### src/core/sdmc_pkg.sv
// package for the sdram module command controller
// assumes a 125 MHz system clock and a single-rank module with four banks
package sdmc_pkg;
  localparam int CLK_PS = 8000;
  // nanosecond spacings, fastest grade, and derived clock counts
  localparam int ROW_TO_COL_NS = 15;
  localparam int ROW_OPEN_MIN_NS = 37;
  localparam int ROW_OPEN_MAX_NS = 120000;
  localparam int SAME_BANK_ACT_NS = 60;
  localparam int CROSS_BANK_ACT_NS = 14;
  localparam int REFRESH_PERIOD_NS = 66;
  localparam int PRECHARGE_PERIOD_NS = 15;
  localparam int SELF_REFRESH_EXIT_NS = 67;
  localparam int POWER_UP_US = 100;
  localparam int ROW_TO_COL_CYC = (ROW_TO_COL_NS * 1000 + CLK_PS - 1) / CLK_PS;
  localparam int ROW_OPEN_MIN_CYC =
    (ROW_OPEN_MIN_NS * 1000 + CLK_PS - 1) / CLK_PS;
  localparam int ROW_OPEN_MAX_CYC = (ROW_OPEN_MAX_NS * 1000) / CLK_PS;
  localparam int SAME_BANK_ACT_CYC =
    (SAME_BANK_ACT_NS * 1000 + CLK_PS - 1) / CLK_PS;
  localparam int CROSS_BANK_ACT_CYC =
    (CROSS_BANK_ACT_NS * 1000 + CLK_PS - 1) / CLK_PS;
  localparam int REFRESH_CYC =
    (REFRESH_PERIOD_NS * 1000 + CLK_PS - 1) / CLK_PS;
  localparam int PRECHARGE_CYC =
    (PRECHARGE_PERIOD_NS * 1000 + CLK_PS - 1) / CLK_PS;
  localparam int SELF_REFRESH_EXIT_CYC =
    (SELF_REFRESH_EXIT_NS * 1000 + CLK_PS - 1) / CLK_PS;
  localparam int POWER_UP_CYC = (POWER_UP_US * 1000000 + CLK_PS - 1) / CLK_PS;
  // clock-count gaps
  localparam int WRITE_DATA_TO_ACTIVATE_GAP = 4;
  localparam int WRITE_DATA_TO_PRECHARGE_GAP = 2;
  localparam int MODE_LOAD_TO_COMMAND_GAP = 2;
  localparam int WAKE_REFRESH_COUNT = 2;
  localparam int TIMER_W = 16;
  // strobe codes {ras, cas, we}, active low
  localparam logic [2:0] CMD_NOP = 3'h7;
  localparam logic [2:0] CMD_ACTIVE = 3'h3;
  localparam logic [2:0] CMD_READ = 3'h5;
  localparam logic [2:0] CMD_WRITE = 3'h4;
  localparam logic [2:0] CMD_BURST_STOP = 3'h6;
  localparam logic [2:0] CMD_PRECHARGE = 3'h2;
  localparam logic [2:0] CMD_REFRESH = 3'h1;
  localparam logic [2:0] CMD_LOAD_MODE = 3'h0;
  localparam int AP_BIT = 10;
  // wishbone register map, word offsets in bytes
  localparam logic [3:0] REG_CTRL = 4'h0;
  localparam logic [3:0] REG_ADDR = 4'h4;
  localparam logic [3:0] REG_MODE = 4'h8;
  localparam logic [3:0] REG_STAT = 4'hc;
  // control register fields
  localparam int CTRL_OP_LSB = 0;
  localparam int CTRL_GO = 4;
  localparam int CTRL_AP = 5;
  localparam int CTRL_ALL = 6;
  localparam int CTRL_MASK_LSB = 8;
  // operation codes written to the control register
  localparam logic [2:0] OP_NONE = 3'h0;
  localparam logic [2:0] OP_ACTIVE = 3'h1;
  localparam logic [2:0] OP_READ = 3'h2;
  localparam logic [2:0] OP_WRITE = 3'h3;
  localparam logic [2:0] OP_PRECHARGE = 3'h4;
  localparam logic [2:0] OP_REFRESH = 3'h5;
  localparam logic [2:0] OP_SELF_ENTER = 3'h6;
  localparam logic [2:0] OP_SELF_EXIT = 3'h7;
  typedef enum logic [2:0] {
    SDMC_POWER = 3'b000,
    SDMC_INIT_PRE = 3'b001,
    SDMC_INIT_REF = 3'b010,
    SDMC_INIT_MODE = 3'b011,
    SDMC_IDLE = 3'b100,
    SDMC_WAIT = 3'b101,
    SDMC_SELF = 3'b110
  } sdmc_state_e;
endpackage : sdmc_pkg

### src/core/sdmc_host.sv
// host controller driving a single-rank sdram module over its command pins
// assumes software orders commands over classic wishbone; one clock domain
//
// Our own choices: the register addresses and the Wishbone register port.
`timescale 1ns/1ps
module sdmc_host
  import sdmc_pkg::*;
#(
  parameter int POWER_UP_CYCLES = POWER_UP_CYC,
  parameter int ROW_OPEN_MAX_CYCLES = ROW_OPEN_MAX_CYC
) (
  input wire logic clk,
  input wire logic sys_rst,
  input wire logic wb_cyc_i,
  input wire logic wb_stb_i,
  input wire logic wb_we_i,
  input wire logic [3:0] wb_adr_i,
  input wire logic [3:0] wb_sel_i,
  input wire logic [31:0] wb_dat_i,
  output logic [31:0] wb_dat_o,
  output logic wb_ack_o,
  output logic clockEnable,
  output logic moduleRankSelectN,
  output logic rasN,
  output logic casN,
  output logic weN,
  output logic [1:0] bankSelect,
  output logic [12:0] memAddr,
  output logic [7:0] byteLaneMask,
  output logic [63:0] dqOut,
  output logic dqOe,
  input wire logic [63:0] dqIn
);
  sdmc_state_e state, next_state;
  logic [TIMER_W-1:0] gapTimer, next_gapTimer;
  logic [2:0] strobes, next_strobes;
  logic selN, next_selN;
  logic cke, next_cke;
  logic [1:0] bank, next_bank;
  logic [12:0] addr, next_addr;
  logic [7:0] mask, next_mask;
  logic oe, next_oe;
  logic [1:0] refCount, next_refCount;
  logic [TIMER_W-1:0] rowAge [4];
  logic [TIMER_W-1:0] next_rowAge [4];
  logic [3:0] rowOpen, next_rowOpen;
  logic [TIMER_W-1:0] crossGap, next_crossGap;
  logic lapse, next_lapse;
  logic [31:0] ctrlReg, next_ctrlReg;
  logic [31:0] addrReg, next_addrReg;
  logic [31:0] modeReg, next_modeReg;
  logic [31:0] rdData, next_rdData;
  logic ack, next_ack;
  logic busy;
  logic [2:0] op;
  logic [63:0] wrData;
  logic [1:0] reqBank;
  logic [TIMER_W-1:0] reqAge;
  logic reqOpen;

  assign busy = (state != SDMC_IDLE) && (state != SDMC_SELF);
  assign op = ctrlReg[CTRL_OP_LSB +: 3];
  assign wrData = {2{addrReg}};
  assign reqBank = addrReg[14:13];
  assign reqAge = rowAge[reqBank];
  assign reqOpen = rowOpen[reqBank];

  // wishbone slave: one wait cycle, ack for one cycle
  always_comb begin
    next_ack = wb_cyc_i && wb_stb_i && !ack;
    next_ctrlReg = ctrlReg;
    next_addrReg = addrReg;
    next_modeReg = modeReg;
    next_rdData = rdData;
    // an order stays pending until the sequencer is free to act on it
    if ((state == SDMC_IDLE && gapTimer == '0) || state == SDMC_SELF) begin
      next_ctrlReg[CTRL_GO] = 1'b0;
    end
    if (next_ack && wb_we_i && wb_sel_i != 4'h0) begin
      case (wb_adr_i)
        REG_CTRL: next_ctrlReg = wb_dat_i;
        REG_ADDR: next_addrReg = wb_dat_i;
        REG_MODE: next_modeReg = wb_dat_i;
        default: next_rdData = rdData;
      endcase
    end
    if (next_ack && !wb_we_i) begin
      case (wb_adr_i)
        REG_CTRL: next_rdData = ctrlReg;
        REG_ADDR: next_rdData = addrReg;
        REG_MODE: next_rdData = modeReg;
        REG_STAT: next_rdData = {dqIn[23:0], lapse, rowOpen, state};
        default: next_rdData = 32'h0000_0000;
      endcase
    end
  end

  // command sequencer and timing guard
  always_comb begin
    next_state = state;
    next_gapTimer = (gapTimer != '0) ? gapTimer - 1'b1 : gapTimer;
    next_strobes = CMD_NOP;
    next_selN = 1'b0;
    next_cke = cke;
    next_bank = bank;
    next_addr = addr;
    next_mask = mask;
    next_oe = 1'b0;
    next_refCount = refCount;
    next_rowOpen = rowOpen;
    next_lapse = lapse;
    next_crossGap = (crossGap != '0) ? crossGap - 1'b1 : crossGap;
    for (int b = 0; b < 4; b++) begin
      next_rowAge[b] = (rowAge[b] != '0) ? rowAge[b] - 1'b1 : rowAge[b];
    end
    case (state)
      SDMC_POWER: begin
        next_selN = 1'b1; // inhibit while waiting
        next_cke = 1'b1;
        if (gapTimer == '0) begin
          next_strobes = CMD_PRECHARGE;
          next_selN = 1'b0;
          next_addr = 13'h0000 | (13'h0001 << AP_BIT);
          next_gapTimer = TIMER_W'(PRECHARGE_CYC);
          next_state = SDMC_INIT_PRE;
        end
      end
      SDMC_INIT_PRE, SDMC_INIT_REF: begin
        if (gapTimer == '0) begin
          if (refCount != 2'(WAKE_REFRESH_COUNT)) begin
            next_strobes = CMD_REFRESH; // two wake refreshes
            next_refCount = refCount + 1'b1;
            next_gapTimer = TIMER_W'(REFRESH_CYC);
            next_state = SDMC_INIT_REF;
          end else begin
            next_strobes = CMD_LOAD_MODE; // after idle only
            next_addr = modeReg[12:0]; // opcode on address
            next_bank = 2'h0;
            next_gapTimer = TIMER_W'(MODE_LOAD_TO_COMMAND_GAP);
            next_state = SDMC_INIT_MODE;
          end
        end
      end
      SDMC_INIT_MODE: begin
        if (gapTimer == '0) begin
          next_state = SDMC_IDLE;
          next_lapse = 1'b0;
        end
      end
      SDMC_IDLE: begin
        if (rowOpen != 4'h0 && gapTimer == '0) begin
          for (int b = 0; b < 4; b++) begin
            if (rowOpen[b] && rowAge[b] == '0) next_lapse = 1'b1;
          end
        end
        if (ctrlReg[CTRL_GO] && gapTimer == '0) begin
          next_bank = reqBank;
          next_mask = ctrlReg[CTRL_MASK_LSB +: 8];
          next_state = SDMC_WAIT;
          case (op)
            OP_ACTIVE: begin
              // rounded-up spacings
              if (!reqOpen && crossGap == '0 && reqAge == '0) begin
                next_strobes = CMD_ACTIVE;
                next_addr = addrReg[12:0];
                next_rowOpen[reqBank] = 1'b1;
                // margin so the forced close lands inside the limit
                next_rowAge[reqBank] = TIMER_W'(ROW_OPEN_MAX_CYCLES - 16);
                next_crossGap = TIMER_W'(CROSS_BANK_ACT_CYC);
                // hold off every command, precharge too
                next_gapTimer = TIMER_W'((ROW_OPEN_MIN_CYC > ROW_TO_COL_CYC) ?
                  ROW_OPEN_MIN_CYC : ROW_TO_COL_CYC);
              end else begin
                next_state = SDMC_IDLE;
              end
            end
            OP_READ, OP_WRITE: begin
              // column, bank, auto precharge bit
              next_strobes = (op == OP_READ) ? CMD_READ : CMD_WRITE;
              next_addr = {2'b00, ctrlReg[CTRL_AP], 1'b0, addrReg[8:0]};
              next_oe = (op == OP_WRITE); // data with command
              next_gapTimer = (op == OP_WRITE) ? TIMER_W'(ctrlReg[CTRL_AP] ?
                WRITE_DATA_TO_ACTIVATE_GAP : 1) : '0;
              if (ctrlReg[CTRL_AP]) begin
                next_rowOpen[reqBank] = 1'b0;
                next_rowAge[reqBank] = TIMER_W'(SAME_BANK_ACT_CYC);
              end
            end
            OP_PRECHARGE: begin
              next_strobes = CMD_PRECHARGE;
              next_addr = {2'b00, ctrlReg[CTRL_ALL], 10'h000};
              next_gapTimer = TIMER_W'(PRECHARGE_CYC);
              for (int b = 0; b < 4; b++) begin
                if (ctrlReg[CTRL_ALL] || reqBank == 2'(b)) begin
                  next_rowOpen[b] = 1'b0;
                end
              end
            end
            OP_REFRESH, OP_SELF_ENTER: begin
              // refresh needs all banks idle; address is ignored
              if (rowOpen == 4'h0) begin
                next_strobes = CMD_REFRESH;
                next_cke = (op != OP_SELF_ENTER);
                next_gapTimer = TIMER_W'(REFRESH_CYC);
                if (op == OP_SELF_ENTER) next_state = SDMC_SELF;
              end else begin
                next_state = SDMC_IDLE;
              end
            end
            default: next_state = SDMC_IDLE;
          endcase
        end
        // a row held too long: close all banks and redo the wake sequence
        if (lapse) begin
          next_refCount = 2'h0; // redo wake refreshes
          next_gapTimer = '0;
          next_rowOpen = 4'h0;
          next_strobes = CMD_NOP;
          next_oe = 1'b0;
          next_state = SDMC_POWER; // precharge-all comes first
        end
      end
      SDMC_WAIT: begin
        next_state = SDMC_IDLE; // one clock between orders
      end
      SDMC_SELF: begin
        next_cke = 1'b0;
        if (ctrlReg[CTRL_GO] && op == OP_SELF_EXIT) begin
          next_cke = 1'b1;
          next_gapTimer = TIMER_W'(SELF_REFRESH_EXIT_CYC);
          next_state = SDMC_WAIT;
        end
      end
      default: next_state = SDMC_POWER;
    endcase
  end

  // registers; mask, command and data leave straight from flip-flops
  always_ff @(posedge clk) begin
    if (sys_rst) begin
      state <= SDMC_POWER;
      gapTimer <= TIMER_W'(POWER_UP_CYCLES);
      strobes <= CMD_NOP;
      selN <= 1'b1;
      cke <= 1'b0;
      bank <= 2'h0;
      addr <= 13'h0000;
      mask <= 8'h00;
      oe <= 1'b0;
      refCount <= 2'h0;
      rowOpen <= 4'h0;
      crossGap <= '0;
      lapse <= 1'b0;
      for (int b = 0; b < 4; b++) rowAge[b] <= '0;
      ctrlReg <= 32'h0000_0000;
      addrReg <= 32'h0000_0000;
      modeReg <= 32'h0000_0022;
      rdData <= 32'h0000_0000;
      ack <= 1'b0;
    end else begin
      state <= next_state;
      gapTimer <= next_gapTimer;
      strobes <= next_strobes;
      selN <= next_selN;
      cke <= next_cke;
      bank <= next_bank;
      addr <= next_addr;
      mask <= next_mask; // high bit masks lane
      oe <= next_oe;
      refCount <= next_refCount;
      rowOpen <= next_rowOpen;
      crossGap <= next_crossGap;
      lapse <= next_lapse;
      for (int b = 0; b < 4; b++) rowAge[b] <= next_rowAge[b];
      ctrlReg <= next_ctrlReg;
      addrReg <= next_addrReg;
      modeReg <= next_modeReg;
      rdData <= next_rdData;
      ack <= next_ack;
    end
  end

  assign clockEnable = cke;
  assign moduleRankSelectN = selN;
  assign {rasN, casN, weN} = strobes;
  assign bankSelect = bank;
  assign memAddr = addr;
  assign byteLaneMask = mask;
  assign dqOut = wrData;
  assign dqOe = oe;
  assign wb_dat_o = rdData;
  assign wb_ack_o = ack;

  // checks on the driven command stream
  property p_mode_gap;
    @(posedge clk) disable iff (sys_rst)
    (!selN && strobes == CMD_LOAD_MODE) |=>
      !(!selN && (strobes == CMD_ACTIVE || strobes == CMD_REFRESH));
  endproperty
  a_mode_gap: assert property (p_mode_gap)
    else $error("command too soon after mode load");
  property p_cke_high;
    @(posedge clk) disable iff (sys_rst)
    (!selN && strobes != CMD_NOP && state != SDMC_SELF) |-> cke;
  endproperty
  a_cke_high: assert property (p_cke_high)
    else $error("clock enable low with command");
  property p_row_to_col;
    @(posedge clk) disable iff (sys_rst)
    (!selN && strobes == CMD_ACTIVE) |=>
      !(!selN && (strobes == CMD_READ || strobes == CMD_WRITE));
  endproperty
  a_row_to_col: assert property (p_row_to_col)
    else $error("column command too soon after activate");
  property p_write_data;
    @(posedge clk) disable iff (sys_rst)
    (!selN && strobes == CMD_WRITE) |-> oe;
  endproperty
  a_write_data: assert property (p_write_data)
    else $error("write data absent with write");
  property p_ap_write;
    @(posedge clk) disable iff (sys_rst)
    (!selN && strobes == CMD_WRITE && addr[AP_BIT]) |=>
      !(!selN && strobes == CMD_ACTIVE) [*3];
  endproperty
  a_ap_write: assert property (p_ap_write)
    else $error("activate too soon after auto precharge write");
  property p_wr_pre;
    @(posedge clk) disable iff (sys_rst)
    (!selN && strobes == CMD_WRITE) |=>
      !(!selN && strobes == CMD_PRECHARGE);
  endproperty
  a_wr_pre: assert property (p_wr_pre)
    else $error("precharge too soon after write");
  property p_row_min;
    @(posedge clk) disable iff (sys_rst)
    (!selN && strobes == CMD_ACTIVE) |=>
      !(!selN && strobes == CMD_PRECHARGE) [*4];
  endproperty
  a_row_min: assert property (p_row_min)
    else $error("precharge too soon after activate");
  property p_power_wait;
    @(posedge clk) disable iff (sys_rst)
    (state == SDMC_POWER && gapTimer != '0) |=> selN;
  endproperty
  a_power_wait: assert property (p_power_wait)
    else $error("command during power-up wait");
  property p_self_cke;
    @(posedge clk) disable iff (sys_rst)
    (state == SDMC_SELF && $past(state) == SDMC_SELF) |-> !cke;
  endproperty
  a_self_cke: assert property (p_self_cke)
    else $error("clock enable high in self refresh");
endmodule : sdmc_host

### config.mk
export PLATFORM = sky130hd
export DESIGN_NAME = sdmc_host
export DESIGN_NICKNAME = d
export VERILOG_FILES = /design/src/core/sdmc_pkg.sv /design/src/core/sdmc_host.sv
export SDC_FILE = /design/constraint.sdc
export NUM_CORES = 1
export LEC_CHECK = 0
export BUFFER_PORTS_ARGS = -buffer_cell sky130_fd_sc_hd__buf_2
export CORE_MARGIN = 5
export CORE_UTILIZATION = 56
export DETAILED_ROUTE_END_ITERATION = 8
export PLACE_DENSITY = 0.84
export SLEW_MARGIN = 0
export SYNTH_ARGS = -nofsm -noshare
export SYNTH_HDL_FRONTEND = slang
export SYNTH_SLANG_ARGS = --single-unit
### constraint.sdc
create_clock -name clk -period 3.38 [get_ports clk]
set_clock_uncertainty 0.1 [all_clocks]
set_input_delay 0.507 -clock clk [delete_from_list [all_inputs] [get_ports clk]]
set_output_delay 0.507 -clock clk [all_outputs]
set_load 0.05 [all_outputs]
==> metrics.md, run 1 <==
| Metric | Value |
|---|---|
| Status | complete, no violations |
| Syn Nets | 1660 |
| Hold Buf Count CTS | 0 |
| Data required time of the worst path | 3.71 ns |
| Via density | 6.02 |
| Clock Power Share | 0.332 |
| Hold WC Path Type | input port to register |
| DR pass1 iterations | 5 |
| Critical-path cell list | or4_4 -> or4_1 -> nor3_4 -> o2111ai_1 -> nor3_2 -> or2_1 -> buf_4 -> nor2_1 |
| Post-Synthesis Cells | 1537 |
| Layout cells sized above 1 | 0.185 |
| Core area | 21700 µm² |
| DRC violations left | 0 |
| Die outline height | 158 µm |
| Routed wl met2 | 16900 µm |
| Vias in the first global route | 11300 |
| Yosys warnings | 0 |
| Row Count | 54 |
| Clk pin slew, worst setup/hold paths | 0.06 ns |
| Setup crit start kind | register |
| Switch share | 0.320 |
| Sequential share of the synthesized area | 0.435 |
| Post CTS Setup Buffer Count | 0 |
| Synth Register Bits | 266 |
| Final Util | 0.660 |
| Number of antenna diodes | 0 |
| Global-route wire length before repair | 57100 µm |
| Slew Limit Headroom | 0.153 |
| Die area | 24900 µm² |
| Most frequent cell after synthesis | nand2_1 |
| Least-Margin Pin Slew | 1.27 ns |
| Post-CTS sizing | 0 |
| Synth top area share | 0.435 |
| Pwr dens | 668 nW/µm² |
| Seq. cell area | 5330 µm² |
| Synthesized cell area | 12200 µm² |
| Max-Cap Viols | 0 |
| Fillers | 1735 |
| M1 wire length | 14000 µm |
| Worst skew pair latency | 0.57 ns |
| Gr usage total | 0.279 |
| Post-synth top flop | dfxtp_1 |
| Starting density of the core | 0.564 |
| Synth unique cells | 63 |
| Critical Path End Type | register |
| Cts bufs inserted | 28 |
| Final hold violation count | 0 |
| Synth top cells by count | 268 x nand2_1, 266 x dfxtp_1, 215 x a21oi_1, 164 x nor2_1, 90 x clkbuf_1 |
| Fmax | 314 MHz |
| Starting DRT DRC Count | 986 |
| I/O Pins | 235 |
| Number of enable flip-flop cells after synthesis | 0 |
| Max-slew violations | 0 |
| CTS tree | built |
| Grt ovf | 0 |
| Flop pwr share | 0.403 |
| H-tree depth | 1 |
| Slowest cell on crit path | or4_4 |
| Tmin final | 3.19 ns |
| Max FO, Critical Path | 15 |
| Detailed placer's ending HPWL | 24100 µm |
| WL/cell | 18.1 µm |
| NetSw | 3050 µW |
| Max rail drop VDD | 0.000464 V |
| Final nets | 1798 |
| Met3 Wirelength | 3700 µm |
| Internal power | 6500 µW |
| Syn_area_per_cell | 7.96 µm² |
| CTS root buf | clkbuf_16 |
| Worst EP arrival | 3.52 ns |
| I/O Buffers | 194 |
| FFs w/ async S/R, synth | 0 |
| Antenna violations before repair | 1 |
| Yosys top cell by area | dfxtp_1 |
| Clock Tree Buf Depth | 3 |
| Setup CP Type | register to register |
| Synth-to-layout area growth | 16.9% |
| Die W | 158 µm |
| Worst path max stage delay | 0.57 ns |
| Final period utilization | 0.944 |
| CTS sink count | 266 |
| RSZ-0062 raised after global routing | no |
| Multi-input logic area | 6220 µm² |
| Routed WL | 35900 µm |
| Pin count of the biggest net entering global routing | 117 |
| Comb pwr share | 0.264 |
| Setup TNS | 0 ns |
| Top layer in use | met5 |
| Routability cong. | 0.964 |
| # setup viols final | 0 |
| Leakage power figure | 0.00546 µW |
| Top cells by area, synth | dfxtp_1 44%, a21oi_1 8.8%, nand2_1 8.2% |
| Vias | 11900 |
| Post-DRT Antenna Nets | 0 |
-- critical path: cells and delay by family, from the launching register on --
| family | cells | cell delay, ns |
|---|---|---|
| AOI/OAI and AO/OA | 1 | 0.32 |
| buffers and inverters | 1 | 0.20 |
| DFF | 1 | 0.35 |
| and+or+nand+nor | 6 | 2.07 |
-- layout by cell type (no fill, tap or decap), types with 4 or more instances in the layout --
cell type	n
a211o_1	4
a211oi_1	11
a211oi_2	8
a21o_1	9
a21oi_1	215
a221oi_1	4
a22oi_1	77
a31oi_1	4
and2_1	4
and3_1	6
buf_12	4
buf_2	193
buf_4	41
clkbuf_16	28
clkbuf_8	6
clkinv_2	9
dfxtp_1	266
ha_1	14
inv_1	21
nand2_1	268
nand2b_1	12
nand3_1	28
nand3b_1	14
nand4_1	5
nor2_1	163
nor2b_1	10
nor3_1	45
nor4_1	26
o21ai_0	20
o21bai_1	5
o31ai_1	6
o41ai_1	4
or2_2	5
or3_1	18
or4_1	13
xnor2_1	49
xor2_1	32
-- path summary, 6_finish.rpt --
check        slack (ns)       startpoint         endpoint  cells after the start
min reg2reg        0.35  byteLaneMask[7]  byteLaneMask[7]                      2
min                0.08      wb_dat_i[5]       modeReg[5]                      3
max reg2reg        0.19      crossGap[6]      crossGap[3]                      8
max                0.19      crossGap[6]      crossGap[3]                      8
-- flip-flops by register name (all words and copies together), names as in the netlist, 3 cells and up, named ones only --
register,count
state,3
strobes,3
modeReg,32
rowOpen,4
memAddr,13
addrReg,32
crossGap,16
wb_dat_o,32
byteLaneMask,8
rowAge,64
ctrlReg,32
gapTimer,16
-- power groups by stage --
stage               Clock (µW)  Combinational [µW]  Sequential [µW]
floorplan                    0                2030             3840
global route              3340                2850             3910
global placement             0                2390             3880
CTS                       3190                2520             3850
detailed placement           0                2470             3900
finish                    3170                2530             3850
-- kinds of logic (layout without fill, tap and decap cells) --
| family | after synthesis | after routing | synth area share |
|---|---|---|---|
| flops | 266 | 266 | 0.435 |
| xor+xnor | 81 | 81 | 0.0580 |
| fa+ha+maj | 14 | 14 | 0.0143 |
| mux | 1 | 1 | 0.00184 |
| simple gates | 629 | 629 | 0.231 |
| buf+inv | 153 | 313 | 0.0583 |
| compound gates | 393 | 393 | 0.201 |
-- layer usage --
| layer | vias to the layer above | global-route usage |
|---|---|---|
| met4 | 2 | 0.106 |
| met3 | 116 | 0.0724 |
| li1 | 5597 | - |
| met2 | 615 | 0.465 |
| met1 | 5572 | 0.346 |
| met5 | - | 0 |
-- final cells by class --
class,instances,share of cell area
clock buffer,37,0.0555
tap,280,0.0245
inverter,22,0.00577
sequential,266,0.372
multi-input combinational,1118,0.434
clock inverter,15,0.0126
timing repair buffer,239,0.0954
-- through the flow --
step | std cells | hold slack (ns) | setup slack (ns) | power [µW] | cell area [µm²]
3_3_place_gp | 1925 | 0.337 | 0.304 | 6270 | 13300
4_1_cts | 1977 | 0.0696 | 0.235 | 9550 | 14300
6_report | 1977 | 0.0827 | 0.190 | 9560 | 14300
2_1_floorplan | 1537 | 0.337 | 0.528 | 5870 | 12200
5_1_grt | 1977 | 0.0928 | 0.0173 | 10100 | 14300
3_5_place_dp | 1925 | 0.343 | 0.279 | 6380 | 13300
(Power assumes the default switching activity.)
==> inputs of run 2 (changes only) <==
--- a/config.mk
+++ b/config.mk
@@ -5,11 +5,12 @@
 export SDC_FILE = /design/constraint.sdc
 export NUM_CORES = 1
 export LEC_CHECK = 0
+export ABC_AREA = 1
 export BUFFER_PORTS_ARGS = -buffer_cell sky130_fd_sc_hd__buf_2
 export CORE_MARGIN = 5
 export CORE_UTILIZATION = 56
 export DETAILED_ROUTE_END_ITERATION = 8
-export PLACE_DENSITY = 0.84
+export PLACE_DENSITY = 0.83
 export SLEW_MARGIN = 0
 export SYNTH_ARGS = -nofsm -noshare
 export SYNTH_HDL_FRONTEND = slang
==> metrics.md, run 2 <==
| Metric | Value |
|---|---|
| Worst skew pair latency | 0.55 ns (was 0.57 ns) |
| Synth unique cells | 53 (was 63) |
| Adder-Cell Fraction of Synth Area | 0.0135 (was 0.0143) |
| Mux contribution to synthesized area | 0.000868 (was 0.00184) |
| Most frequent cell after synthesis | dfxtp_1 (was nand2_1) |
| Fmax | 371 MHz (was 314 MHz) |
| Comb pwr share | 0.291 (was 0.264) |
| Cell family with most CP delay | simple AND/OR/NAND/NOR gates (unchanged) |
| Max FFs per register | 64 (unchanged) |
| Hold Buf Count CTS | 0 (unchanged) |
| Starting density of the core | 0.571 (was 0.564) |
| Worst EP arrival | 3.02 ns (was 3.52 ns) |
| Final nets | 2082 (was 1798) |
| Synthesized cell area | 13000 µm² (was 12200 µm²) |
| Top reg by flops | rowAge (unchanged) |
| Internal power | 6370 µW (was 6500 µW) |
| Die area | 26300 µm² (was 24900 µm²) |
| Setup crit start | gapTimer[0] (was crossGap[6]) |
| Slew Limit Headroom | 0.165 (was 0.153) |
| Sequential share of the synthesized area | 0.410 (was 0.435) |
| Setup TNS | 0 ns (unchanged) |
| Largest family of logic cells by synthesized area | simple AND/OR/NAND/NOR gates (unchanged) |
| Routability cong. | 0.951 (was 0.964) |
| Xor-xnor portion of the synthesized cell area | 0.0445 (was 0.0580) |
| Via density | 5.61 (was 6.02) |
| Synth top cells by count | 266 x dfxtp_1, 254 x inv_1, 231 x nand2_1, 207 x nor2_1, 198 x a21oi_1 (was 268 x nand2_1, 266 x dfxtp_1, 215 x a21oi_1, 164 x nor2_1, 90 x clkbuf_1) |
| Die outline height | 162 µm (was 158 µm) |
| RSZ-0062 raised after global routing | no (unchanged) |
| Post-CTS sizing | 0 (unchanged) |
| Cts bufs inserted | 28 (unchanged) |
| Final period utilization | 0.798 (was 0.944) |
| Worst path max stage delay | 0.48 ns (was 0.57 ns) |
| Yosys top cell by area | dfxtp_1 (unchanged) |
| Max rail drop VDD | 0.000374 V (was 0.000464 V) |
| I/O Buffers | 194 (unchanged) |
| Post CTS Setup Buffer Count | 0 (unchanged) |
| Syn_area_per_cell | 7.15 µm² (was 7.96 µm²) |
| Status | complete, no violations (unchanged) |
| Vias in the first global route | 12300 (was 11300) |
| Placed cells | 2214 (was 1925) |
| Multi-input logic area | 6130 µm² (was 6220 µm²) |
| Synth Register Bits | 266 (unchanged) |
| Switch share | 0.342 (was 0.320) |
| Grt ovf | 0 (unchanged) |
| Critical-path cell list | inv_1 -> ha_1 -> nand2_1 -> nor3_2 -> nand3_1 -> nor2_1 -> nand3_1 -> nor2_1 -> o21ai_0 -> nand3_2 -> nor2_1 (was or4_4 -> or4_1 -> nor3_4 -> o2111ai_1 -> nor3_2 -> or2_1 -> buf_4 -> nor2_1) |
| Final Util | 0.655 (was 0.660) |
| Buffers & Inverters on Critical Path | 1 (unchanged) |
| Layout cells sized above 1 | 0.154 (was 0.185) |
| Data required time of the worst path | 3.70 ns (was 3.71 ns) |
| Reg2Reg Capture Point | rowAge[1][15] (was crossGap[3]) |
| Yosys warnings | 0 (unchanged) |
| Hold WC Path Type | input port to register (unchanged) |
| Number of enable flip-flop cells after synthesis | 0 (unchanged) |
| Non-filler cells, final | 2264 (was 1977) |
| Die W | 162 µm (was 158 µm) |
| Synth-to-layout area growth | 14.7% (was 16.9%) |
| FFs w/ async S/R, synth | 0 (unchanged) |
| H-tree depth | 1 (unchanged) |
| Clock Power Share | 0.314 (was 0.332) |
| Fillers | 1981 (was 1735) |
| Least-Margin Pin Slew | 1.25 ns (was 1.27 ns) |
| Max FO, Critical Path | 10 (was 15) |
| Post-Synthesis Cells | 1815 (was 1537) |
| CTS root buf | clkbuf_16 (unchanged) |
| Pwr dens | 650 nW/µm² (was 668 nW/µm²) |
| Slowest cell on crit path | nor2_1 (was or4_4) |
| Flop pwr share | 0.395 (was 0.403) |
| Setup crit start kind | register (unchanged) |
| WL/cell | 16.2 µm (was 18.1 µm) |
| Syn Nets | 1938 (was 1660) |
| Core area | 22700 µm² (was 21700 µm²) |
| Detailed placer's ending HPWL | 26200 µm (was 24100 µm) |
| Post-synth top flop | dfxtp_1 (unchanged) |
| Setup slack, reg-to-reg | 0.68 ns (was 0.19 ns) |
| DR pass1 iterations | 7 (was 5) |
| Clock Tree Buf Depth | 3 (unchanged) |
| Max-Cap Viols | 0 (unchanged) |
| Worst r2r path cells | 11 (was 8) |
| Final hold violation count | 0 (unchanged) |
| Clk pin slew, worst setup/hold paths | 0.06 ns (about the same) |
| Setup CP Type | register to register (unchanged) |
| Worst R2R Start | gapTimer[0] (was crossGap[6]) |
| Starting DRT DRC Count | 912 (was 986) |
| Post-DRT Antenna Nets | 0 (unchanged) |
| Most frequent cells in the layout | 266 x dfxtp_1, 254 x inv_1, 231 x nand2_1 (was 268 x nand2_1, 266 x dfxtp_1, 215 x a21oi_1) |
| CTS sink count | 266 (unchanged) |
| Seq. cell area | 5330 µm² (unchanged) |
| Critical Path End Type | register (unchanged) |
| Routed WL | 36700 µm (was 35900 µm) |
| Leading cell type in the layout, fill and taps excluded | dfxtp_1 (was nand2_1) |
| Row Count | 55 (was 54) |
| NetSw | 3310 µW (was 3050 µW) |
| Global-route wire length before repair | 59300 µm (was 57100 µm) |
| Top cells by area, synth | dfxtp_1 41%, a21oi_1 7.6%, inv_1 7.3% (was dfxtp_1 44%, a21oi_1 8.8%, nand2_1 8.2%) |
| Post-synthesis compound-gate area fraction | 0.201 (about the same) |
| I/O Pins | 235 (unchanged) |
| Synth top area share | 0.410 (was 0.435) |
| CP Depth | 11 (was 8) |
| Gr usage total | 0.269 (was 0.279) |
| Tmin final | 2.70 ns (was 3.19 ns) |
| Simple-Gate Fraction of Synth Area | 0.212 (was 0.231) |
| Leakage power figure | 0.00647 µW (was 0.00546 µW) |
| CTS tree | built (unchanged) |
| Cell repeated most along the worst path | nor2_1 |
| # setup viols final | 0 (unchanged) |
| Pin count of the biggest net entering global routing | 64 (was 117) |
| DRC violations left | 0 (unchanged) |
| Antenna violations before repair | 0 (was 1) |
| Critical Path End | rowAge[1][15] (was crossGap[3]) |
| Vias | 12700 (was 11900) |
| Max-slew violations | 0 (unchanged) |
-- run 2: cell count changes after synthesis, sizes merged, moves of 18 or more --
cell    before  now
nand2      268  239
o22ai        2   75
o21ai       23  179
xnor2       49   16
nor2       164  213
nand3       28   87
nor4        27    8
a22oi       77    1
nand4        5   26
xor2        32   50
clkbuf      90   58
inv         21  259
-- run 2: worst min path at each step --
stage                      from     endpoint  depth (start not counted)
CTS                 wb_dat_i[5]   modeReg[5]                          3
global route        wb_dat_i[5]   modeReg[5]                          3
global placement    clockEnable  clockEnable                          2
floorplan           ctrlReg[16]  ctrlReg[16]                          2
finish              wb_dat_i[1]   modeReg[1]                          3
detailed placement  clockEnable  clockEnable                          2
-- run 2: cells by family (layout without fill, tap and decap cells) --
family	Yosys count	count (layout)
AOI/OAI and AO/OA	481	481
xor gates and xnor gates	66	66
adders and majority gates	14	14
buffers and inverters	363	526
DFF	266	266
muxes	1	1
other	0	1
and+or+nand+nor	624	624
-- run 2: cell type report --
class,count,share of cell area
antenna,1,0.000168
clock buffer,42,0.0540
clock inverter,7,0.00689
inverter,261,0.0661
multi-input combinational,1186,0.412
sequential,266,0.358
tap,285,0.0240
timing repair buffer,216,0.0789
-- run 2: per-stage QoR --
stage                     cell area [µm²]  setup WS [ns]  hold WS [ns]  total power (µW)
after floorplan                     13000           1.18         0.330              6080
after global placement              14000          0.833         0.336              6540
after detailed placement            14000          0.790         0.339              6650
after CTS                           14900          0.735         0.109              9700
after global routing                14900          0.416         0.152             10300
final                               14900          0.684         0.132              9680
-- run 2: worst min-delay path, cell delays in order --
cell and delay (ns):
buf_2 0.12, nand2_1 0.06, o211ai_1 0.07
-- run 2: routing by layer --
layer | vias to the layer above | GRT usage | wire length [µm]
met5 | - | 0 | 0
met4 | 0 | 0.105 | 1330
met3 | 101 | 0.0520 | 2990
met2 | 510 | 0.460 | 17500
met1 | 5833 | 0.335 | 14900
li1 | 6247 | - | -
-- run 2: power by group through the flow --
stage          Combinational [µW]  Sequential (µW)  Clock, µW
6_report                     2810             3830       3040
5_1_grt                      3220             3880       3210
4_1_cts                      2800             3820       3080
3_5_place_dp                 2770             3880          0
3_3_place_gp                 2670             3870          0
2_1_floorplan                2240             3830          0
==> inputs of run 3 (changes only) <==
==> constraint.sdc (replaced) <==
create_clock -name clk -period 2.55 [get_ports clk]
set_clock_uncertainty 0.1 [all_clocks]
set_input_delay 0.3825 -clock clk [delete_from_list [all_inputs] [get_ports clk]]
set_output_delay 0.3825 -clock clk [all_outputs]
set_load 0.05 [all_outputs]
==> metrics.md, run 3 (synthesized netlist as in run 2, its figures left out) <==
| Metric | Value |
|---|---|
| Starting density of the core | 0.571 (unchanged) |
| Global-route wire length before repair | 60500 µm (was 59300 µm) |
| Clock Tree Buf Depth | 3 (unchanged) |
| Cts bufs inserted | 27 (was 28) |
| Hold WS | 0.0193 ns (was 0.132 ns) |
| Post-DRT Antenna Nets | 0 (unchanged) |
| Pwr dens | 877 nW/µm² (was 650 nW/µm²) |
| WL/cell | 16.4 µm (was 16.2 µm) |
| Pin count of the biggest net entering global routing | 65 (was 64) |
| Status | complete, no violations (unchanged) |
| Hold path start | wb_dat_i[5] (was wb_dat_i[1]) |
| Max FO, Critical Path | 5 (was 10) |
| Synth-to-layout area growth | 17.3% (was 14.7%) |
| Die area | 26300 µm² (unchanged) |
| Die outline height | 162 µm (unchanged) |
| Row Count | 55 (unchanged) |
| # setup viols final | 0 (unchanged) |
| Worst R2R Start | gapTimer[0] (unchanged) |
| Vias in the first global route | 12500 (was 12300) |
| Setup TNS | 0 ns (unchanged) |
| Setup crit start | gapTimer[0] (unchanged) |
| Detailed placer's ending HPWL | 26700 µm (was 26200 µm) |
| Max-Cap Viols | 0 (unchanged) |
| Top reg by flops | rowAge (unchanged) |
| Via density | 5.63 (was 5.61) |
| Worst EP arrival | 2.68 ns (was 3.02 ns) |
| DRC violations left | 0 (unchanged) |
| Max rail drop VDD | 0.000519 V (was 0.000374 V) |
| Final instance area | 15200 µm² (was 14900 µm²) |
| I/O Pins | 235 (unchanged) |
| DR pass1 iterations | 6 (was 7) |
| Grt ovf | 0 (unchanged) |
| Die W | 162 µm (unchanged) |
| Final period utilization | 0.916 (was 0.798) |
| Fmax | 428 MHz (was 371 MHz) |
| Post-Place Cell Area | 14200 µm² (was 14000 µm²) |
| Layout cells sized above 1 | 0.169 (was 0.154) |
| Data required time of the worst path | 2.89 ns (was 3.70 ns) |
| Setup CP Type | register to register (unchanged) |
| Max-slew violations | 0 (unchanged) |
| RSZ-0062 raised after global routing | no (unchanged) |
| Worst skew pair latency | 0.54 ns (was 0.55 ns) |
| Slew Limit Headroom | 0.135 (was 0.165) |
| Final nets | 2108 (was 2082) |
| CTS root buf | clkbuf_16 (unchanged) |
| I/O Buffers | 194 (unchanged) |
| CTS sink count | 266 (unchanged) |
| Clk pin slew, worst setup/hold paths | 0.07 ns (was 0.06 ns) |
| Most frequent cells in the layout | 266 x dfxtp_1, 253 x inv_1, 231 x nand2_1 (was 266 x dfxtp_1, 254 x inv_1, 231 x nand2_1) |
| Leading cell type in the layout, fill and taps excluded | dfxtp_1 (unchanged) |
| Core area | 22700 µm² (unchanged) |
| CTS tree | built (unchanged) |
| Routability cong. | 0.946 (was 0.951) |
| Tmin final | 2.34 ns (was 2.70 ns) |
| Critical Path End Type | register (unchanged) |
| Gr usage total | 0.275 (was 0.269) |
| Hold WC Path Type | input port to register (unchanged) |
| Routed WL | 37700 µm (was 36700 µm) |
| Final hold violation count | 0 (unchanged) |
| Antenna violations before repair | 1 (was 0) |
| Starting DRT DRC Count | 1111 (was 912) |
| Max FFs per register | 64 (unchanged) |
| Least-Margin Pin Slew | 1.30 ns (was 1.25 ns) |
| Vias | 12900 (was 12700) |
| Fillers | 1933 (was 1981) |
| Setup slack, reg-to-reg | 0.21 ns (was 0.68 ns) |
| H-tree depth | 1 (unchanged) |
| Leakage power figure | 0.00664 µW (was 0.00647 µW) |
| Setup crit start kind | register (unchanged) |
run 3: cell count changes in the layout (fill, tap and decap cells not counted), sizes merged:
cell,change
inv,+1
bufinv,+5
clkinvlp,+1
buf,+26
dlygate4sd3,+1
clkinv,+1
clkbuf,-8
run 3: routing by layer:
metal  wire length (µm)  GRT usage  up-vias
met3               3270     0.0530      116
li1                   -          -     6297
met5                  0          0        -
met1              15000      0.341     5897
met4               1340      0.114        0
met2              18000      0.469      580
run 3: path summary, 6_finish.rpt:
| check | to | cells past startpoint |
|---|---|---|
| worst max-delay path | rowAge[1][13] | 11 |
| worst min-delay path | modeReg[5] | 3 |
| worst max register to register | rowAge[1][13] | 11 |
| worst min register to register | ctrlReg[31] | 2 |
run 3: report_power, final:
| part | total (µW) | internal (µW) | switching (µW) |
|---|---|---|---|
| Clock | 4470 | 2770 | 1690 |
| Combinational | 3820 | 1460 | 2360 |
| Sequential | 5070 | 4650 | 416 |
| Total | 13400 | 8890 | 4460 |
run 3: final cells by class:
cell class	instances	area [µm²]	area share
diodes	1	2.50	0.000164
clock buffers	34	742	0.0487
clock inverters	15	267	0.0175
inverters	261	983	0.0646
multi-input cells	1186	6160	0.404
flip-flops and latches	266	5330	0.350
well taps	285	357	0.0234
repair buffers	243	1390	0.0914
run 3: stage by stage:
stage | power (µW) | instances | setup WS, ns | utilization
3_3_place_gp | 8730 | 2236 | 0.199 | 0.623
2_1_floorplan | 8050 | 1815 | 0.354 | -
4_1_cts | 13400 | 2286 | 0.0457 | 0.668
5_1_grt | 14200 | 2290 | 0.00740 | 0.670
3_5_place_dp | 8880 | 2236 | 0.134 | 0.623
6_report | 13400 | 2291 | 0.213 | 0.670
run 3: repair_timing:
item | in CTS | in global routing
buffers inserted | 0 | 4
hold buffers | 1 | 0
gates resized for setup | 0 | 6
hold endpoints to repair | 1 | 0
setup endpoints to repair | 0 | 55
run 3: critical path, cell delays in order (launching register included):
cell     delay [ns]
dfxtp_1        0.33
inv_1          0.12
ha_1           0.18
nand2_1        0.07
nor3_2         0.20
nand3_1        0.20
nor2_2         0.22
buf_4          0.16
nand3_2        0.12
inv_2          0.17
nand2_1        0.16
a21oi_1        0.21
